## src/swl_map.svh

```systemverilog
// Purpose: Offsets, field positions and reset values of the register bank
// Assumes: Included by its bare name
// Notes: Offsets are register indexes; byte address is four times the index
`ifndef SWL_MAP_SVH
`define SWL_MAP_SVH

// ----------------------------------------------------------------------
// Register indexes
// ----------------------------------------------------------------------
`define SWL_IDX_EXT01 6'h02
`define SWL_IDX_BAS1 6'h03
`define SWL_IDX_EXT23 6'h04
`define SWL_IDX_BAS2 6'h05
`define SWL_IDX_EXT45 6'h06
`define SWL_IDX_BAS3 6'h07
`define SWL_IDX_BAS4 6'h08
`define SWL_IDX_BAS5 6'h09
`define SWL_IDX_SYS 6'h0a

// ----------------------------------------------------------------------
// Extended control fields
// ----------------------------------------------------------------------
`define SWL_EXT_ODD_LSB 8
`define SWL_EXT_EVEN_LSB 0
`define SWL_EXT_AGE_BIT 6
`define SWL_EXT_LRN_BIT 5
`define SWL_EXT_CAP_MSB 4
`define SWL_EXT_MASK 16'h7f7f

// ----------------------------------------------------------------------
// System tag priority control fields
// ----------------------------------------------------------------------
`define SWL_SYS_ETX_MSB 15
`define SWL_SYS_ETX_LSB 12
`define SWL_SYS_PSRC_BIT 11
`define SWL_SYS_PREW_BIT 10
`define SWL_SYS_RV0_BIT 9
`define SWL_SYS_RV1_BIT 8
`define SWL_SYS_RVF_BIT 7
`define SWL_SYS_FID_MSB 6
`define SWL_SYS_FID_LSB 3
`define SWL_SYS_TTAG_BIT 2
`define SWL_SYS_TOS_BIT 1
`define SWL_SYS_PMGT_BIT 0

// ----------------------------------------------------------------------
// Reset values and constants
// ----------------------------------------------------------------------
`define SWL_RST_EXT 16'h0000
`define SWL_RST_BAS 16'h0000
`define SWL_RST_SYS 16'h0000
`define SWL_ETYPE_DISC 16'h8863
`define SWL_ETYPE_SESS 16'h8864

`endif

```

## src/swl_pkg.sv

```systemverilog
// Purpose: Types shared by the register bank
// Assumes: Nothing
// Notes: Constants live in swl_map.svh
package swl_pkg;
  typedef logic [15:0] swl_reg_t;
  typedef logic [6:0] swl_port_cfg_t;
endpackage

```

## src/swl_regs.sv

```systemverilog
// Purpose: APB register bank for port learning, aging and tag control
// Assumes: Learning and frame inputs come from logic on sys_clk_i
// Notes: One wait state per APB access; all outputs registered
//
// Our own choice: register access over APB.
`timescale 1ns/1ns
`include "swl_map.svh"

module swl_regs #(
  parameter int NPORT = 6,
  parameter int CNT_W = 8
) (
  // Clock and reset
  input wire logic sys_clk_i,
  input wire logic rst_b_i,
  // APB slave
  input wire logic psel_i,
  input wire logic penable_i,
  input wire logic pwrite_i,
  input wire logic [7:0] paddr_i,
  input wire logic [31:0] pwdata_i,
  output logic [31:0] prdata_o,
  output logic pready_o,
  output logic pslverr_o,
  // Address learning
  input wire logic [NPORT-1:0] learn_req_i,
  input wire logic [NPORT-1:0] entry_free_i,
  output logic [NPORT-1:0] learn_grant_o,
  output logic [NPORT-1:0] aging_en_o,
  // Frame classification
  input wire logic [15:0] ethertype_i,
  input wire logic mgmt_pkt_i,
  input wire logic pppoe_only_port_i,
  input wire logic [7:0] tos_i,
  output logic tx_permit_o,
  output logic is_pppoe_o,
  output logic [5:0] tos_queue_key_o,
  // Fabric configuration
  output logic [3:0] early_transmit_cycles_o,
  output logic priority_source_select_o,
  output logic tag_priority_rewrite_en_o,
  output logic replace_vlan_id_zero_o,
  output logic replace_vlan_id_one_o,
  output logic replace_vlan_id_all_ones_o,
  output logic [3:0] default_filter_id_o,
  output logic transmit_tag_select_o,
  output logic tos_width_select_o,
  output logic pppoe_mgmt_pass_o,
  output logic [16*(NPORT-1)-1:0] basic_ctrl_o
);

  // --------------------------------------------------------------------
  // Helpers
  // --------------------------------------------------------------------
  function automatic swl_pkg::swl_port_cfg_t port_cfg(
    input swl_pkg::swl_reg_t ext,
    input logic odd
  );
    port_cfg = odd ? ext[`SWL_EXT_ODD_LSB +: 7] : ext[`SWL_EXT_EVEN_LSB +: 7];
  endfunction

  function automatic logic may_learn(
    input swl_pkg::swl_port_cfg_t cfg,
    input logic [CNT_W-1:0] cnt
  );
    logic [4:0] cap;
    cap = cfg[`SWL_EXT_CAP_MSB:0];
    may_learn = !cfg[`SWL_EXT_LRN_BIT] &&
                ((cap == 5'h00) || (cnt < CNT_W'(cap)));
  endfunction

  // Aging stays active unless the port's aging-off bit is set
  function automatic logic aging_on(
    input swl_pkg::swl_port_cfg_t cfg
  );
    aging_on = !cfg[`SWL_EXT_AGE_BIT];
  endfunction

  // --------------------------------------------------------------------
  // Storage
  // --------------------------------------------------------------------
  swl_pkg::swl_reg_t ext_q [3];
  swl_pkg::swl_reg_t bas_q [NPORT-1];
  swl_pkg::swl_reg_t sys_q;
  logic [CNT_W-1:0] cnt_q [NPORT];
  logic [31:0] prdata_q;
  logic pready_q;
  logic pslverr_q;
  logic [NPORT-1:0] grant_q;
  logic [NPORT-1:0] aging_q;
  logic permit_q;
  logic pppoe_q;
  logic [5:0] tos_key_q;

  // --------------------------------------------------------------------
  // APB decode
  // --------------------------------------------------------------------
  wire logic [5:0] idx = paddr_i[7:2];
  wire logic aligned = (paddr_i[1:0] == 2'h0);
  wire logic access = psel_i && penable_i;
  wire logic done = access && pready_q;
  wire logic wr_fire = done && pwrite_i && !pslverr_q;
  wire logic hit_ext01 = aligned && (idx == `SWL_IDX_EXT01);
  wire logic hit_ext23 = aligned && (idx == `SWL_IDX_EXT23);
  wire logic hit_ext45 = aligned && (idx == `SWL_IDX_EXT45);
  wire logic hit_bas1 = aligned && (idx == `SWL_IDX_BAS1);
  wire logic hit_bas2 = aligned && (idx == `SWL_IDX_BAS2);
  wire logic hit_bas3 = aligned && (idx == `SWL_IDX_BAS3);
  wire logic hit_bas4 = aligned && (idx == `SWL_IDX_BAS4);
  wire logic hit_bas5 = aligned && (idx == `SWL_IDX_BAS5);
  wire logic hit_sys = aligned && (idx == `SWL_IDX_SYS);
  wire logic [2:0] ext_hit = {hit_ext45, hit_ext23, hit_ext01};
  wire logic [4:0] bas_hit = {hit_bas5, hit_bas4, hit_bas3, hit_bas2,
                              hit_bas1};
  wire logic mapped = (|ext_hit) || (|bas_hit) || hit_sys;
  wire swl_pkg::swl_reg_t wdata16 = pwdata_i[15:0];

  // Reserved bits 15 and 7 of the extended registers read as zero
  wire swl_pkg::swl_reg_t rd_mux =
    hit_ext01 ? (ext_q[0] & `SWL_EXT_MASK) :
    hit_ext23 ? (ext_q[1] & `SWL_EXT_MASK) :
    hit_ext45 ? (ext_q[2] & `SWL_EXT_MASK) :
    hit_bas1 ? bas_q[0] :
    hit_bas2 ? bas_q[1] :
    hit_bas3 ? bas_q[2] :
    hit_bas4 ? bas_q[3] :
    hit_bas5 ? bas_q[4] :
    hit_sys ? sys_q : 16'h0000;

  // --------------------------------------------------------------------
  // APB handshake: one wait state, answer registered
  // --------------------------------------------------------------------
  always_ff @(posedge sys_clk_i or negedge rst_b_i)
  begin
    if (!rst_b_i)
    begin
      pready_q <= 1'b0;
      pslverr_q <= 1'b0;
      prdata_q <= 32'h0000_0000;
    end
    else if (access && !pready_q)
    begin
      pready_q <= 1'b1;
      pslverr_q <= !mapped;
      prdata_q <= (pwrite_i || !mapped) ? 32'h0000_0000 : {16'h0000, rd_mux};
    end
    else
    begin
      pready_q <= 1'b0;
      pslverr_q <= 1'b0;
    end
  end

  // --------------------------------------------------------------------
  // Register writes
  // --------------------------------------------------------------------
  always_ff @(posedge sys_clk_i or negedge rst_b_i)
  begin
    if (!rst_b_i)
    begin
      for (int i = 0; i < 3; i++)
        ext_q[i] <= `SWL_RST_EXT;
      for (int i = 0; i < NPORT-1; i++)
        bas_q[i] <= `SWL_RST_BAS;
      sys_q <= `SWL_RST_SYS;
    end
    else if (wr_fire)
    begin
      for (int i = 0; i < 3; i++)
        if (ext_hit[i])
          ext_q[i] <= wdata16 & `SWL_EXT_MASK;
      for (int i = 0; i < NPORT-1; i++)
        if (bas_hit[i])
          bas_q[i] <= wdata16;
      if (hit_sys)
        sys_q <= wdata16;
    end
  end

  // --------------------------------------------------------------------
  // Per-port learning control and address counting
  // --------------------------------------------------------------------
  logic [NPORT-1:0] grant_d;
  logic [NPORT-1:0] aging_d;

  always_comb
  begin
    for (int p = 0; p < NPORT; p++)
    begin
      grant_d[p] = learn_req_i[p] && may_learn(port_cfg(ext_q[p/2], p[0]),
                                               cnt_q[p]);
      aging_d[p] = aging_on(port_cfg(ext_q[p/2], p[0]));
    end
  end

  always_ff @(posedge sys_clk_i or negedge rst_b_i)
  begin
    if (!rst_b_i)
    begin
      for (int p = 0; p < NPORT; p++)
        cnt_q[p] <= '0;
      grant_q <= '0;
      aging_q <= '0;
    end
    else
    begin
      for (int p = 0; p < NPORT; p++)
      begin
        // Count learned entries; a freed entry gives room back
        if (grant_d[p] && !entry_free_i[p] && !(&cnt_q[p]))
          cnt_q[p] <= cnt_q[p] + 1'b1;
        else if (!grant_d[p] && entry_free_i[p] && (cnt_q[p] != '0))
          cnt_q[p] <= cnt_q[p] - 1'b1;
      end
      grant_q <= grant_d;
      aging_q <= aging_d;
    end
  end

  // --------------------------------------------------------------------
  // Frame classification
  // --------------------------------------------------------------------
  wire logic pppoe_d = (ethertype_i == `SWL_ETYPE_DISC) ||
                       (ethertype_i == `SWL_ETYPE_SESS);
  wire logic mgmt_pass = sys_q[`SWL_SYS_PMGT_BIT] && mgmt_pkt_i;
  wire logic permit_d = !pppoe_only_port_i || pppoe_d || mgmt_pass;
  wire logic [5:0] tos_key_d = sys_q[`SWL_SYS_TOS_BIT] ?
                               {3'h0, tos_i[7:5]} : tos_i[7:2];

  always_ff @(posedge sys_clk_i or negedge rst_b_i)
  begin
    if (!rst_b_i)
    begin
      permit_q <= 1'b0;
      pppoe_q <= 1'b0;
      tos_key_q <= 6'h00;
    end
    else
    begin
      permit_q <= permit_d;
      pppoe_q <= pppoe_d;
      tos_key_q <= tos_key_d;
    end
  end

  // --------------------------------------------------------------------
  // Outputs
  // --------------------------------------------------------------------
  always_comb
  begin
    for (int i = 0; i < NPORT-1; i++)
      basic_ctrl_o[16*i +: 16] = bas_q[i];
  end

  assign prdata_o = prdata_q;
  assign pready_o = pready_q;
  assign pslverr_o = pslverr_q;
  assign learn_grant_o = grant_q;
  assign aging_en_o = aging_q;
  assign tx_permit_o = permit_q;
  assign is_pppoe_o = pppoe_q;
  assign tos_queue_key_o = tos_key_q;
  assign early_transmit_cycles_o =
    sys_q[`SWL_SYS_ETX_MSB:`SWL_SYS_ETX_LSB];
  assign priority_source_select_o = sys_q[`SWL_SYS_PSRC_BIT];
  assign tag_priority_rewrite_en_o = sys_q[`SWL_SYS_PREW_BIT];
  assign replace_vlan_id_zero_o = sys_q[`SWL_SYS_RV0_BIT];
  assign replace_vlan_id_one_o = sys_q[`SWL_SYS_RV1_BIT];
  assign replace_vlan_id_all_ones_o = sys_q[`SWL_SYS_RVF_BIT];
  assign default_filter_id_o =
    sys_q[`SWL_SYS_FID_MSB:`SWL_SYS_FID_LSB];
  assign transmit_tag_select_o = sys_q[`SWL_SYS_TTAG_BIT];
  assign tos_width_select_o = sys_q[`SWL_SYS_TOS_BIT];
  assign pppoe_mgmt_pass_o = sys_q[`SWL_SYS_PMGT_BIT];

endmodule

```

## config.mk

```make
export PLATFORM = sky130hd
export DESIGN_NAME = swl_regs
export DESIGN_NICKNAME = d
export VERILOG_FILES = /design/src/swl_pkg.sv /design/src/swl_regs.sv
export VERILOG_INCLUDE_DIRS = /design/src /design/src/src
export SDC_FILE = /design/constraint.sdc
export NUM_CORES = 1
export LEC_CHECK = 0
export ABC_AREA = 0
export BUFFER_PORTS_ARGS = -buffer_cell sky130_fd_sc_hd__buf_2
export CAP_MARGIN = 20
export CORE_ASPECT_RATIO = 1.1
export CORE_UTILIZATION = 61
export CTS_CLUSTER_SIZE = 25
export DETAILED_ROUTE_END_ITERATION = 12
export PLACE_DENSITY = 0.92
export SYNTH_ARGS = -nofsm -noshare
export SYNTH_HDL_FRONTEND = slang
export SYNTH_SLANG_ARGS = --single-unit
```

## constraint.sdc

```tcl
create_clock -name sys_clk_i -period 5.1 [get_ports sys_clk_i]
set_input_delay 0.51 -clock sys_clk_i [delete_from_list [all_inputs] [get_ports sys_clk_i]]
set_output_delay 0.51 -clock sys_clk_i [all_outputs]
set_load 0.05 [all_outputs]
```

==> results of run 1 <==
==> cell families (layout without fill, tap and decap cells) <==
logic type | after synthesis | after routing | synth area share, %
compound gates | 261 | 261 | 14.0
xor+xnor | 42 | 42 | 2.98
fa+ha+maj | 66 | 66 | 7.06
buf+inv | 112 | 302 | 4.01
flops | 224 | 224 | 45.4
mux | 187 | 187 | 16.9
other cells | 1 | 17 | 0.0304
simple gates | 234 | 234 | 9.60
==> report_power, final <==
group / leakage [nW] / internal (mW) / switching [mW]
registers: 2.92 / 2.01 / 0.303
clock network: 0.416 / 1.14 / 0.727
logic: 3.69 / 1.04 / 1.06
total: 7.03 / 4.19 / 2.09
==> registers in the layout, indices dropped and copies added (netlist names) <==
| signal | cells |
|---|---|
| basic_ctrl_o | 80 |
| cnt_q | 48 |
| ext_q | 42 |
| prdata_o | 16 |
| sys_q | 16 |
| aging_en_o | 6 |
| learn_grant_o | 6 |
| tos_queue_key_o | 6 |
| is_pppoe_o | 1 |
| pready_o | 1 |
| pslverr_o | 1 |
| tx_permit_o | 1 |
==> layout by cell type (no fill, tap or decap), types with 25 or more instances in the layout <==
| master | n |
|---|---|
| nor2_1 | 55 |
| xnor2_1 | 26 |
| nand2_1 | 65 |
| dfrtp_1 | 224 |
| buf_2 | 197 |
| clkbuf_16 | 25 |
| inv_1 | 47 |
| a22oi_1 | 34 |
| o21ai_0 | 66 |
| a21oi_1 | 57 |
| mux2_2 | 167 |
| ha_1 | 60 |
==> cell type report <==
| type | count | area [sq um] | area share [%] |
|---|---|---|---|
| clock buffer | 31 | 678 | 4.72 |
| sequential | 224 | 5610 | 39.0 |
| tap | 252 | 315 | 2.20 |
| inverter | 48 | 180 | 1.25 |
| antenna | 1 | 2.50 | 0.0174 |
| timing repair buffer | 211 | 1110 | 7.74 |
| multi-input combinational | 806 | 6300 | 43.8 |
| clock inverter | 12 | 171 | 1.19 |
==> worst max-delay path, cell delays in order, from the launching register on <==
cell	delay, ns
dfrtp_1	0.40
or3_1	0.41
or3_1	0.38
a31o_2	0.23
a211oi_1	0.37
inv_1	0.24
ha_1	0.33
a21oi_1	0.19
nand4b_1	0.13
o21ai_0	0.11
o41ai_1	0.40
mux2i_1	0.29
xnor2_1	0.14
==> cell usage after synthesis, types with 6 or more instances <==
master / number
nor3_1: 12
mux2i_1: 20
or4_1: 8
or3_1: 12
ha_1: 60
inv_1: 47
a31oi_1: 7
nand2b_1: 17
o21ai_0: 66
xor2_1: 16
o21a_1: 6
a311oi_1: 7
nor2b_1: 13
a211o_1: 19
a21o_1: 12
o21bai_1: 8
o211ai_2: 9
nor2_1: 56
nand4_1: 17
fa_1: 6
o22ai_1: 12
nand3_1: 12
mux2_2: 167
xnor2_1: 26
dfrtp_1: 224
nand2_1: 65
buf_4: 16
a21oi_1: 57
a22oi_1: 34
clkbuf_1: 37
==> worst min path at each step <==
stage               from  depth (start not counted)             to
3_3_place_gp   ext_q[46]                          1  aging_en_o[1]
3_5_place_dp    ext_q[6]                          1  aging_en_o[4]
2_1_floorplan    rst_b_i                          0  aging_en_o[0]
6_report         rst_b_i                          1      cnt_q[46]
4_1_cts          rst_b_i                          1      cnt_q[46]
5_1_grt          rst_b_i                          1      cnt_q[46]
==> metal layers <==
layer | GRT usage, % | share of wire, %
met3 | 7.53 | 9.0
met2 | 53.7 | 49
met1 | 41.5 | 38
met5 | 0 | 0
met4 | 13.7 | 3.8
==> results.txt, run 1 <==
The endpoint type of the worst setup path is a flop. The H-tree level count is 1. The total track usage came out at 32.7%. The root buffer cell chosen for the clock tree is clkbuf_16. TritonCTS built the clock tree.

The number of non-filler instances in the completed layout is 1585. For this run, the register share of the synthesized area comes to 45.4%. The final standard cell area without fillers is 14400 sq um. Yosys attributes the largest share of cell area to dfrtp_1 45%, mux2_2 15%, ha_1 6.1%, o21ai_0 2.7%, a21oi_1 2.3%. The run finished, with violations left.

The initial cell density of the core is 62.3%. The slack of the worst reg-to-reg path came out at 1.43 ns. The worst register-to-register path ends at cnt_q[23]. The number of buffers created by CTS is 24. The setup slack after placement came out at 1.43 ns.

In this run the tool buffered the top-level ports with 198 buffer cells. The sum of negative setup slack came out at 0 ns. The depth of the most critical reg-to-reg path came out at 12. In this run, synthesis inferred 0 flip-flops with an integrated enable. Setup repair after global routing left no endpoint under its margin.

The area growth from synthesis to layout came out at 16.4%. The fraction of synthesized cell area taken by the top area cell type is 45.4%. The number of setup buffers added after CTS is 0. The largest net degree at the start of global routing is 124. The detailed placement HPWL came out at 23.5 mm. The number of distinct library cells after synthesis is 53. The final worst-path cycle share came out at 72.0%. Of all nets on the critical path, the largest fanout is 7. The worst pin sits at a relative slew slack of 36.1%. The share of async-settable or async-resettable flops after synthesis came out at 100%. In this run the static leakage power is 7.03 nW. The power after layout is 6.28 mW. The number of warning messages in the yosys log is 0.

The max-capacitance violation count came out at 0. The fill cell total of the finished layout is 1306. The destination of the critical timing path is cnt_q[23]. The number of hold violations in the final report came out at 3.

For this design the top-level I/O count stands at 233. The synthesized netlist occupies a cell area of 12300 sq um. The via count of the routed design came out at 10100. The startpoint identified for the worst register-to-register timing path is cnt_q[23].

Clock tree synthesis found a total of 224 sinks. The total die area is 20800 sq um. The post-route minimum period came out at 3.67 ns.

The most critical setup path has its startpoint at cnt_q[23]. The transition at the pin with the smallest max-transition slack came out at 0.958 ns. The number of hold buffers added after cts came out at 0.

The first TritonRoute pass finished after 5 iterations. The via count of the first global-routing pass is 10000. Setup violations remaining at the end of the flow were counted as 0.

The vias per cell is 6.35. The total overflow left after global routing is 0. The synthesized instance count came out at 1127. The initial antenna violation count came out at 1. In this run, the number of DRC markers left after iteration 0 of detailed routing was 800. The final weighted congestion in routability-driven placement is 0.909.

The standard-cell row count came out at 54. The count of placed standard cells including taps is 1541. Among all flip-flop cells after synthesis, the most frequent one is dfrtp_1. The checks that failed: negative hold slack. The fraction of final layout cells sized beyond drive strength 1 is 33.0%. For the final database, setup skew stands at 0.00720 ns. The power density of the placed cells came out at 437 nW/um^2. The maximum root-to-sink buffer count came out at 3. The clock-pin transition on the worst setup and hold timing paths came out at 0.06 ns. The average cell area after synthesis came out at 10.9 sq um. At the worst endpoint, the required time is 5.54 ns. The number of remaining DRC errors came out at 0.

STA classifies the critical path startpoint as a flop. For this block, the routed nets add up to 33.3 mm of wire. The area of the core is 19800 sq um.

The wire length per cell is 21.0 um. The number of flip-flops and latches in the synthesized netlist is 224. For this run, the post-layout net count is 1464. The horizontal extent of the die is 138 um. The path type of the worst setup path is flop to flop.

The first-pass GRT wire length came out at 52.7 mm. The maximum vdd drop came out at 0.000299 V. The largest total area in the synthesized netlist belongs to dfrtp_1. The worst setup slack after layout is 1.43 ns. The maximum operating frequency is 272 MHz. The die height came out at 151 um. The path class of the tightest hold or removal check is primary input to async pin.

The final number of max-transition violations is 0. In this run, post-CTS repair resized a total of 0 instances. The data arrival time of the critical path is 4.12 ns. The final hold slack is -0.0104 ns. Cells fill 72.5% of the core in the end. Summing all placed instances gives a cell area of 13500 sq um. For the worst-skew pair, the clock arrives at the later sink with an insertion delay of 0.52 ns.

The number of nets still failing antenna checks after routing is 0.
Power figures use the tool's default switching activity.
==> run 2, diff against run 1 <==
--- a/config.mk
+++ b/config.mk
@@ -10,10 +10,10 @@
 export BUFFER_PORTS_ARGS = -buffer_cell sky130_fd_sc_hd__buf_2
 export CAP_MARGIN = 20
 export CORE_ASPECT_RATIO = 1.1
-export CORE_UTILIZATION = 61
+export CORE_UTILIZATION = 56
 export CTS_CLUSTER_SIZE = 25
 export DETAILED_ROUTE_END_ITERATION = 12
-export PLACE_DENSITY = 0.92
+export PLACE_DENSITY = 0.85
 export SYNTH_ARGS = -nofsm -noshare
 export SYNTH_HDL_FRONTEND = slang
 export SYNTH_SLANG_ARGS = --single-unit
==> constraint.sdc (replaced) <==
create_clock -name sys_clk_i -period 3.4 [get_ports sys_clk_i]
set_input_delay 0.34 -clock sys_clk_i [delete_from_list [all_inputs] [get_ports sys_clk_i]]
set_output_delay 0.34 -clock sys_clk_i [all_outputs]
set_load 0.05 [all_outputs]
==> run 2 against run 1 <==
- the flow now finishes without violations
- core utilization down 3.6 points
- non-clock buffer count up 41
- count of clock-buffer cells in the layout down 1
- sequential share of layout area fell by 1.1 points
- routed wire length down 0.43%
- register-to-register slack lost 1.3 ns
- die area up 8.8%
- global-route usage is 3.3 points lower
- combinational power grew 71%
- first-iteration DRC count is 13% lower
- largest cell class unchanged
- largest power group is now combinational logic
==> results.txt, run 2 (synthesis gave the netlist of run 1 again) <==
In this run the number of H-tree levels came out at 1. The later-pin clock latency in the skew report is 0.52 ns. The number of nets still failing antenna checks after routing is 0. The TritonCTS clock tree is done. The number of remaining DRC errors is 0. The cell family contributing the most delay on the critical path is compound AO/OA/AOI/OAI gates. Counting along the longest clock path gives a buffer depth of 3. The min-delay analysis places its worst path in the category primary input to flop.

The transition at the pin with the smallest max-transition slack came out at 0.857 ns. Between clock sinks in the finished design, the worst skew comes to 0.00932 ns. The final worst-path cycle share is 97.2%. The wire length per cell is 19.9 um. The flip-flop count of the largest register after layout came out at 80. The most common cell after layout, fill and taps aside is dfrtp_1. The number of buffers and inverters on the critical path is 2. Walking the worst path, the cells encountered are or3_4 > or3_4 > a31o_2 > a211oi_2 > inv_2 > buf_4 > ha_1 > nand4b_1 > o21ai_2 > o41ai_2 > mux2i_1 > xnor2_1. The library cells used most frequently in the layout, excluding fill and tap cells, are 224 x dfrtp_1, 197 x buf_2, 167 x mux2_2, 65 x nand2_1, 62 x o21ai_0. The first global-routing pass estimated 51.8 mm of wire. The number of non-filler instances in the completed layout came out at 1663. The number of buffer cells added on primary ports is 198.

The iteration-0 DRC count of the detailed router is 695. The vias per cell is 6.08. The data arrival time of the critical path came out at 3.74 ns.

The die height is 158 um. The slack of the worst reg-to-reg path is 0.09 ns. Setup repair after global routing could not meet its margin everywhere. The total global routing overflow is 0. Across the VDD grid, the largest voltage drop is 0.000555 V. STA puts the critical path data required time at 3.84 ns.

The final number of max-transition violations is 0. Entering global routing, the biggest net connects 110 pins. The sum of negative setup slack came out at 0 ns. The total leakage power is 7.22 nW. The tree built by TritonCTS fans out to 224 sinks. The endpoint type of the worst setup path is a flop. The fraction of final layout cells sized beyond drive strength 1 is 36.6%. The total die area came out at 22600 sq um. The initial cell density of the core is 57.5%.

Global routing used 29.4% of the available tracks across all layers. At the end of routability-driven placement, the weighted congestion stood at 0.931. The slowest stage of the critical path is the or3_4 cell.

After clock tree synthesis, the clock-pin slew on the worst setup and hold paths is 0.06 ns. The maximum operating frequency came out at 303 MHz. The library cell used as clock root buffer is clkbuf_16. The via count of the first global-routing pass came out at 9864. The horizontal extent of the die came out at 144 um. The worst setup path is launched from a flop. The standard-cell row count came out at 56. The final net count came out at 1504. The wire-length estimate of the detail-placed layout is 23.8 mm. The count of endpoints failing setup in the final report is 0. The path type of the worst setup path is flop to flop. The final hold slack came out at 0.00658 ns.

The final route contains 10100 vias. The area of the core is 21400 sq um. Of all nets on the critical path, the largest fanout is 5. Max-cap violations in this run came to 0. After detailed placement, the total cell area comes to 13800 sq um. The initial antenna violation count came out at 1. The boundary pin count is 233.

The share of the core filled with cells is 68.9%. The delay of the slowest cell on the worst path is 0.40 ns. The final standard cell area without fillers is 14800 sq um. After layout, the minimum clock period comes to 3.31 ns. The number of placed instances, taps included, is 1613.

The final routed wirelength across all metal layers is 33.2 mm. The number of buffers created by CTS came out at 23. The number of hold violations in the final report came out at 0. The power density of the placed cells came out at 648 nW/um^2. The flow ran to the end, and the final reports show no timing, DRC or antenna violations. The cell that appears most often on the critical path is or3_4. The relative slew slack came out at 42.9%. The number of search-and-repair iterations in the first detailed-routing pass came out at 5. The area growth from synthesis to layout came out at 19.8%.
[run 2: cell count changes in the layout (fill, tap and decap cells not counted), moves of 4 or more]
cell / previous run / this run
a21oi_1: 57 / 53
a21oi_2: 0 / 4
buf_4: 12 / 52
o21ai_0: 66 / 62
[run 2: cell type report]
type | count | area, sq um
fillers | 1553 | 6660
multi-input cells | 806 | 6420
flip-flops and latches | 224 | 5610
repair buffers | 252 | 1420
clock buffers | 30 | 662
well taps | 290 | 363
inverters | 48 | 180
clock inverters | 12 | 124
diodes | 1 | 2.50
[run 2: worst register-to-register path, cell delays in order (launching register included)]
cell      delay, ns
dfrtp_1        0.38
or3_4          0.40
or3_4          0.38
a31o_2         0.23
a211oi_2       0.25
inv_2          0.11
buf_4          0.15
ha_1           0.31
nand4b_1       0.13
o21ai_2        0.08
o41ai_2        0.39
mux2i_1        0.28
xnor2_1        0.14
[run 2: where the power goes]
part	internal (mW)	total [mW]	switching [mW]
clock	1.53	2.59	1.06
combinational	1.80	3.59	1.80
sequential	3.01	3.39	0.382
[run 2: path summary, 6_finish.rpt]
check	cells past startpoint	from	end
setup reg to reg	12	cnt_q[23]	cnt_q[23]
setup / recovery	12	cnt_q[23]	cnt_q[23]
min in group asynchronous	2	rst_b_i	cnt_q[45]
hold / removal	2	pppoe_only_port_i	tx_permit_o
max in group asynchronous	3	rst_b_i	basic_ctrl_o[32]
hold reg to reg	1	ext_q[46]	aging_en_o[1]
[run 2: layer usage]
layer  vias up  wire, um  global-route usage [%]
met3        95      2900                    5.96
met4         0      1330                    13.2
met2       473     15900                    47.5
li1       4549         -                       -
met1      5001     13100                    38.1
met5         -         0                       0
[run 2: stage by stage]
stage	worst slack, ns	power, mW
after floorplan	0.119	5.89
after global placement	0.0375	6.58
after detailed placement	-0.0699	6.79
after CTS	0.0154	9.41
after global routing	-0.0513	10.2
final	0.0947	9.58
[run 2: what timing repair did]
| action | 4_1_cts | 5_1_grt |
|---|---|---|
| hold buffers | 1 | 0 |
| hold endpoints to repair | 69 | 0 |
| gates resized for setup | 5 | 29 |
| setup endpoints to repair | 6 | 19 |
| pin swaps | 0 | 6 |
| buffers inserted | 1 | 5 |
==> run 3, diff against run 2 <==
--- a/config.mk
+++ b/config.mk
@@ -10,10 +10,11 @@
 export BUFFER_PORTS_ARGS = -buffer_cell sky130_fd_sc_hd__buf_2
 export CAP_MARGIN = 20
 export CORE_ASPECT_RATIO = 1.1
-export CORE_UTILIZATION = 56
+export CORE_UTILIZATION = 40
 export CTS_CLUSTER_SIZE = 25
 export DETAILED_ROUTE_END_ITERATION = 12
-export PLACE_DENSITY = 0.85
+export PLACE_DENSITY = 0.66
+export SKIP_CTS_REPAIR_TIMING = 1
 export SYNTH_ARGS = -nofsm -noshare
 export SYNTH_HDL_FRONTEND = slang
 export SYNTH_SLANG_ARGS = --single-unit
==> run 3 against run 2 <==
- global-route usage shrank 7.5 points
- via count decreased by 3.9%
- combinational power rose by 3%
- core utilization decreased by 19 points
- critical path type unchanged
- largest cell class unchanged
- highest routed layer is now met5
==> results.txt, run 3 (synthesis gave the netlist of run 1 again) <==
The flow ran to the end, and the final reports show no timing, DRC or antenna violations. The via count of the routed design is 9724. The die height came out at 186 um.

The largest net degree at the start of global routing is 82. TritonCTS built the clock tree. The number of buffers created by CTS came out at 26. The total die area is 31600 sq um. The via count of the first global-routing pass came out at 9517. The number of sinks on the clock net came out at 224.

The total track usage came out at 21.9%. The cell area reported after detailed placement is 14100 sq um. The global-route track usage on met3 is 3.91%. The data required time of the critical path is 3.81 ns.

The met1 track demand over resource in global routing is 29.1%. The sum of negative setup slack came out at 0 ns. The slack of the worst reg-to-reg path came out at 0.13 ns. In this run, the number of DRC markers left after iteration 0 of detailed routing was 550. The later-pin clock latency in the skew report is 0.54 ns. The worst pin sits at a relative slew slack of 43.0%. The worst hold path endpoint is tx_permit_o. The boundary pin count came out at 233. The final number of max-transition violations came out at 0. The H-tree level count is 1.

The share of the core filled with cells is 49.8%. The number of buffer cells added on primary ports is 198. The library cell used most frequently in the layout, excluding fill and tap cells, is dfrtp_1. The transition at the pin with the smallest max-transition slack came out at 0.855 ns. The area growth from synthesis to layout is 22.9%.

Summed over all cells, the static leakage comes to 7.33 nW. The congestion estimate from routability-driven global placement came to 0.864. The horizontal extent of the die is 169 um. The power after layout came out at 10.0 mW. The first-pass GRT wire length is 53.5 mm. The number of nets still failing antenna checks after routing came out at 0. The number of remaining DRC errors is 0.

The flip-flop count of the largest register after layout came out at 80. The critical register-to-register path startpoint is cnt_q[39]. Global routing used 36.4% of the available met2 tracks. The maximum root-to-sink buffer count came out at 3. The maximum fanout along the worst path is 7. The endpoint identified for the worst register-to-register timing path is cnt_q[38].

The standard-cell row count is 67. The worst path uses 96.0% of the clock period. The number of hold violations in the final report was 0. The final routed wirelength across all metal layers is 34.6 mm. Measured in cells, the most critical reg-to-reg path has a length of 12. Clock skew on the completed layout was measured at 0.00958 ns. The clock-pin transition on the worst setup and hold timing paths is 0.06 ns. The maximum vdd drop is 0.000352 V.

The post-route minimum period came out at 3.27 ns. With fillers left out, the area of the finished cells amounts to 15200 sq um. The startpoint of the worst hold path is mgmt_pkt_i. The final layout contains 1516 nets.

The initial cell density of the core is 40.5%. The initial antenna violation count is 3. The total overflow left after global routing is 0.

The detailed placement HPWL came out at 25.5 mm. Of the cells placed in the final design, the portion with a size suffix greater than 1 is 37.5%. Derived from the worst setup path, the maximum achievable clock frequency is 306 MHz. The type of origin of the critical path is a flop. met2 is the most crowded layer. The count of endpoints failing setup in the final report is 0. The vias per cell came out at 5.40. The floorplan step defined a core boundary enclosing 30400 sq um. The tree is rooted in a clkbuf_16.

The power density of the placed cells came out at 659 nW/um^2. The max-capacitance violation count is 0. Leaving out fill and tap cells, the most frequent cells in the layout are 224 x dfrtp_1, 197 x buf_2, 167 x mux2_2, 65 x nand2_1, 62 x o21ai_0.

The depth of the worst hold-timing path is 3. The worst setup path is captured at a flop. The wire length per cell came out at 19.2 um.

At the worst endpoint, the arrival time is 3.67 ns. The number of search-and-repair iterations in the first detailed-routing pass is 5. The type of the worst min-delay path is primary input to flop. The worst setup path is of the flop to flop kind.
[run 3: cell types whose count changed in the layout (fill, tap and decap cells not counted), moves of 2 or more]
cell / delta
clkinv_2: +2
a21oi_1: -6
clkbuf_1: +3
buf_4: +6
a211o_4: -3
a211o_2: +2
ha_1: -2
buf_12: +2
clkbuf_16: +4
clkbuf_8: -2
ha_4: +2
a21oi_2: +6
clkinv_4: -2
bufinv_16: +2
[run 3: through the flow]
stage / instances / hold WS [ns] / worst slack, ns
after floorplan: 1142 / 0.0444 / 0.119
after global placement: 1747 / 0.392 / 0.0409
after detailed placement: 1747 / 0.389 / -0.0327
after CTS: 1794 / -0.176 / -0.0739
after global routing: 1801 / 0.0370 / -0.0125
final: 1801 / 0.0289 / 0.134
[run 3: critical path: stages, from the launching register on]
cell and delay (ns):
dfrtp_1 0.40, or3_1 0.41, or3_1 0.34, a211o_1 0.34, a31oi_4 0.18, inv_2 0.11, fa_1 0.41, a21o_1 0.19
a21oi_2 0.15, o21bai_1 0.08, a21oi_1 0.18, xnor2_1 0.09, mux2_2 0.27
[run 3: cell type report]
cell class                      instances  area, sq um
Antenna cell                            1         2.50
Fill cell                            2773        15300
Timing Repair Buffer                  261         1520
Clock inverter                         12          160
Multi-Input combinational cell        806         6440
Tap cell                              414          518
Sequential cell                       224         5610
Clock buffer                           35          746
Inverter                               48          180
[run 3: worst max path at each step]
stage / from / to / slack [ns] / cells past startpoint
3_5_place_dp: cnt_q[23] / cnt_q[23] / -0.03 / 12
6_report: cnt_q[39] / cnt_q[38] / 0.13 / 12
3_3_place_gp: cnt_q[23] / cnt_q[23] / 0.04 / 12
5_1_grt: ext_q[36] / cnt_q[46] / -0.01 / 12
4_1_cts: cnt_q[23] / cnt_q[23] / -0.07 / 12
2_1_floorplan: cnt_q[23] / cnt_q[22] / 0.12 / 12
[run 3: power by group]
| group | internal (mW) | switching [mW] | total (mW) | leakage (nW) |
|---|---|---|---|---|
| clock network | 1.83 | 1.12 | 2.95 | 0.454 |
| logic | 1.87 | 1.81 | 3.68 | 3.96 |
| registers | 3.01 | 0.358 | 3.37 | 2.92 |
[run 3: routing by layer]
metal  part of all wire, %  wire length [um]
met1                    44             15200
met2                    48             16500
met3                   5.9              2030
met4                   2.7               933
met5                 0.026                 9
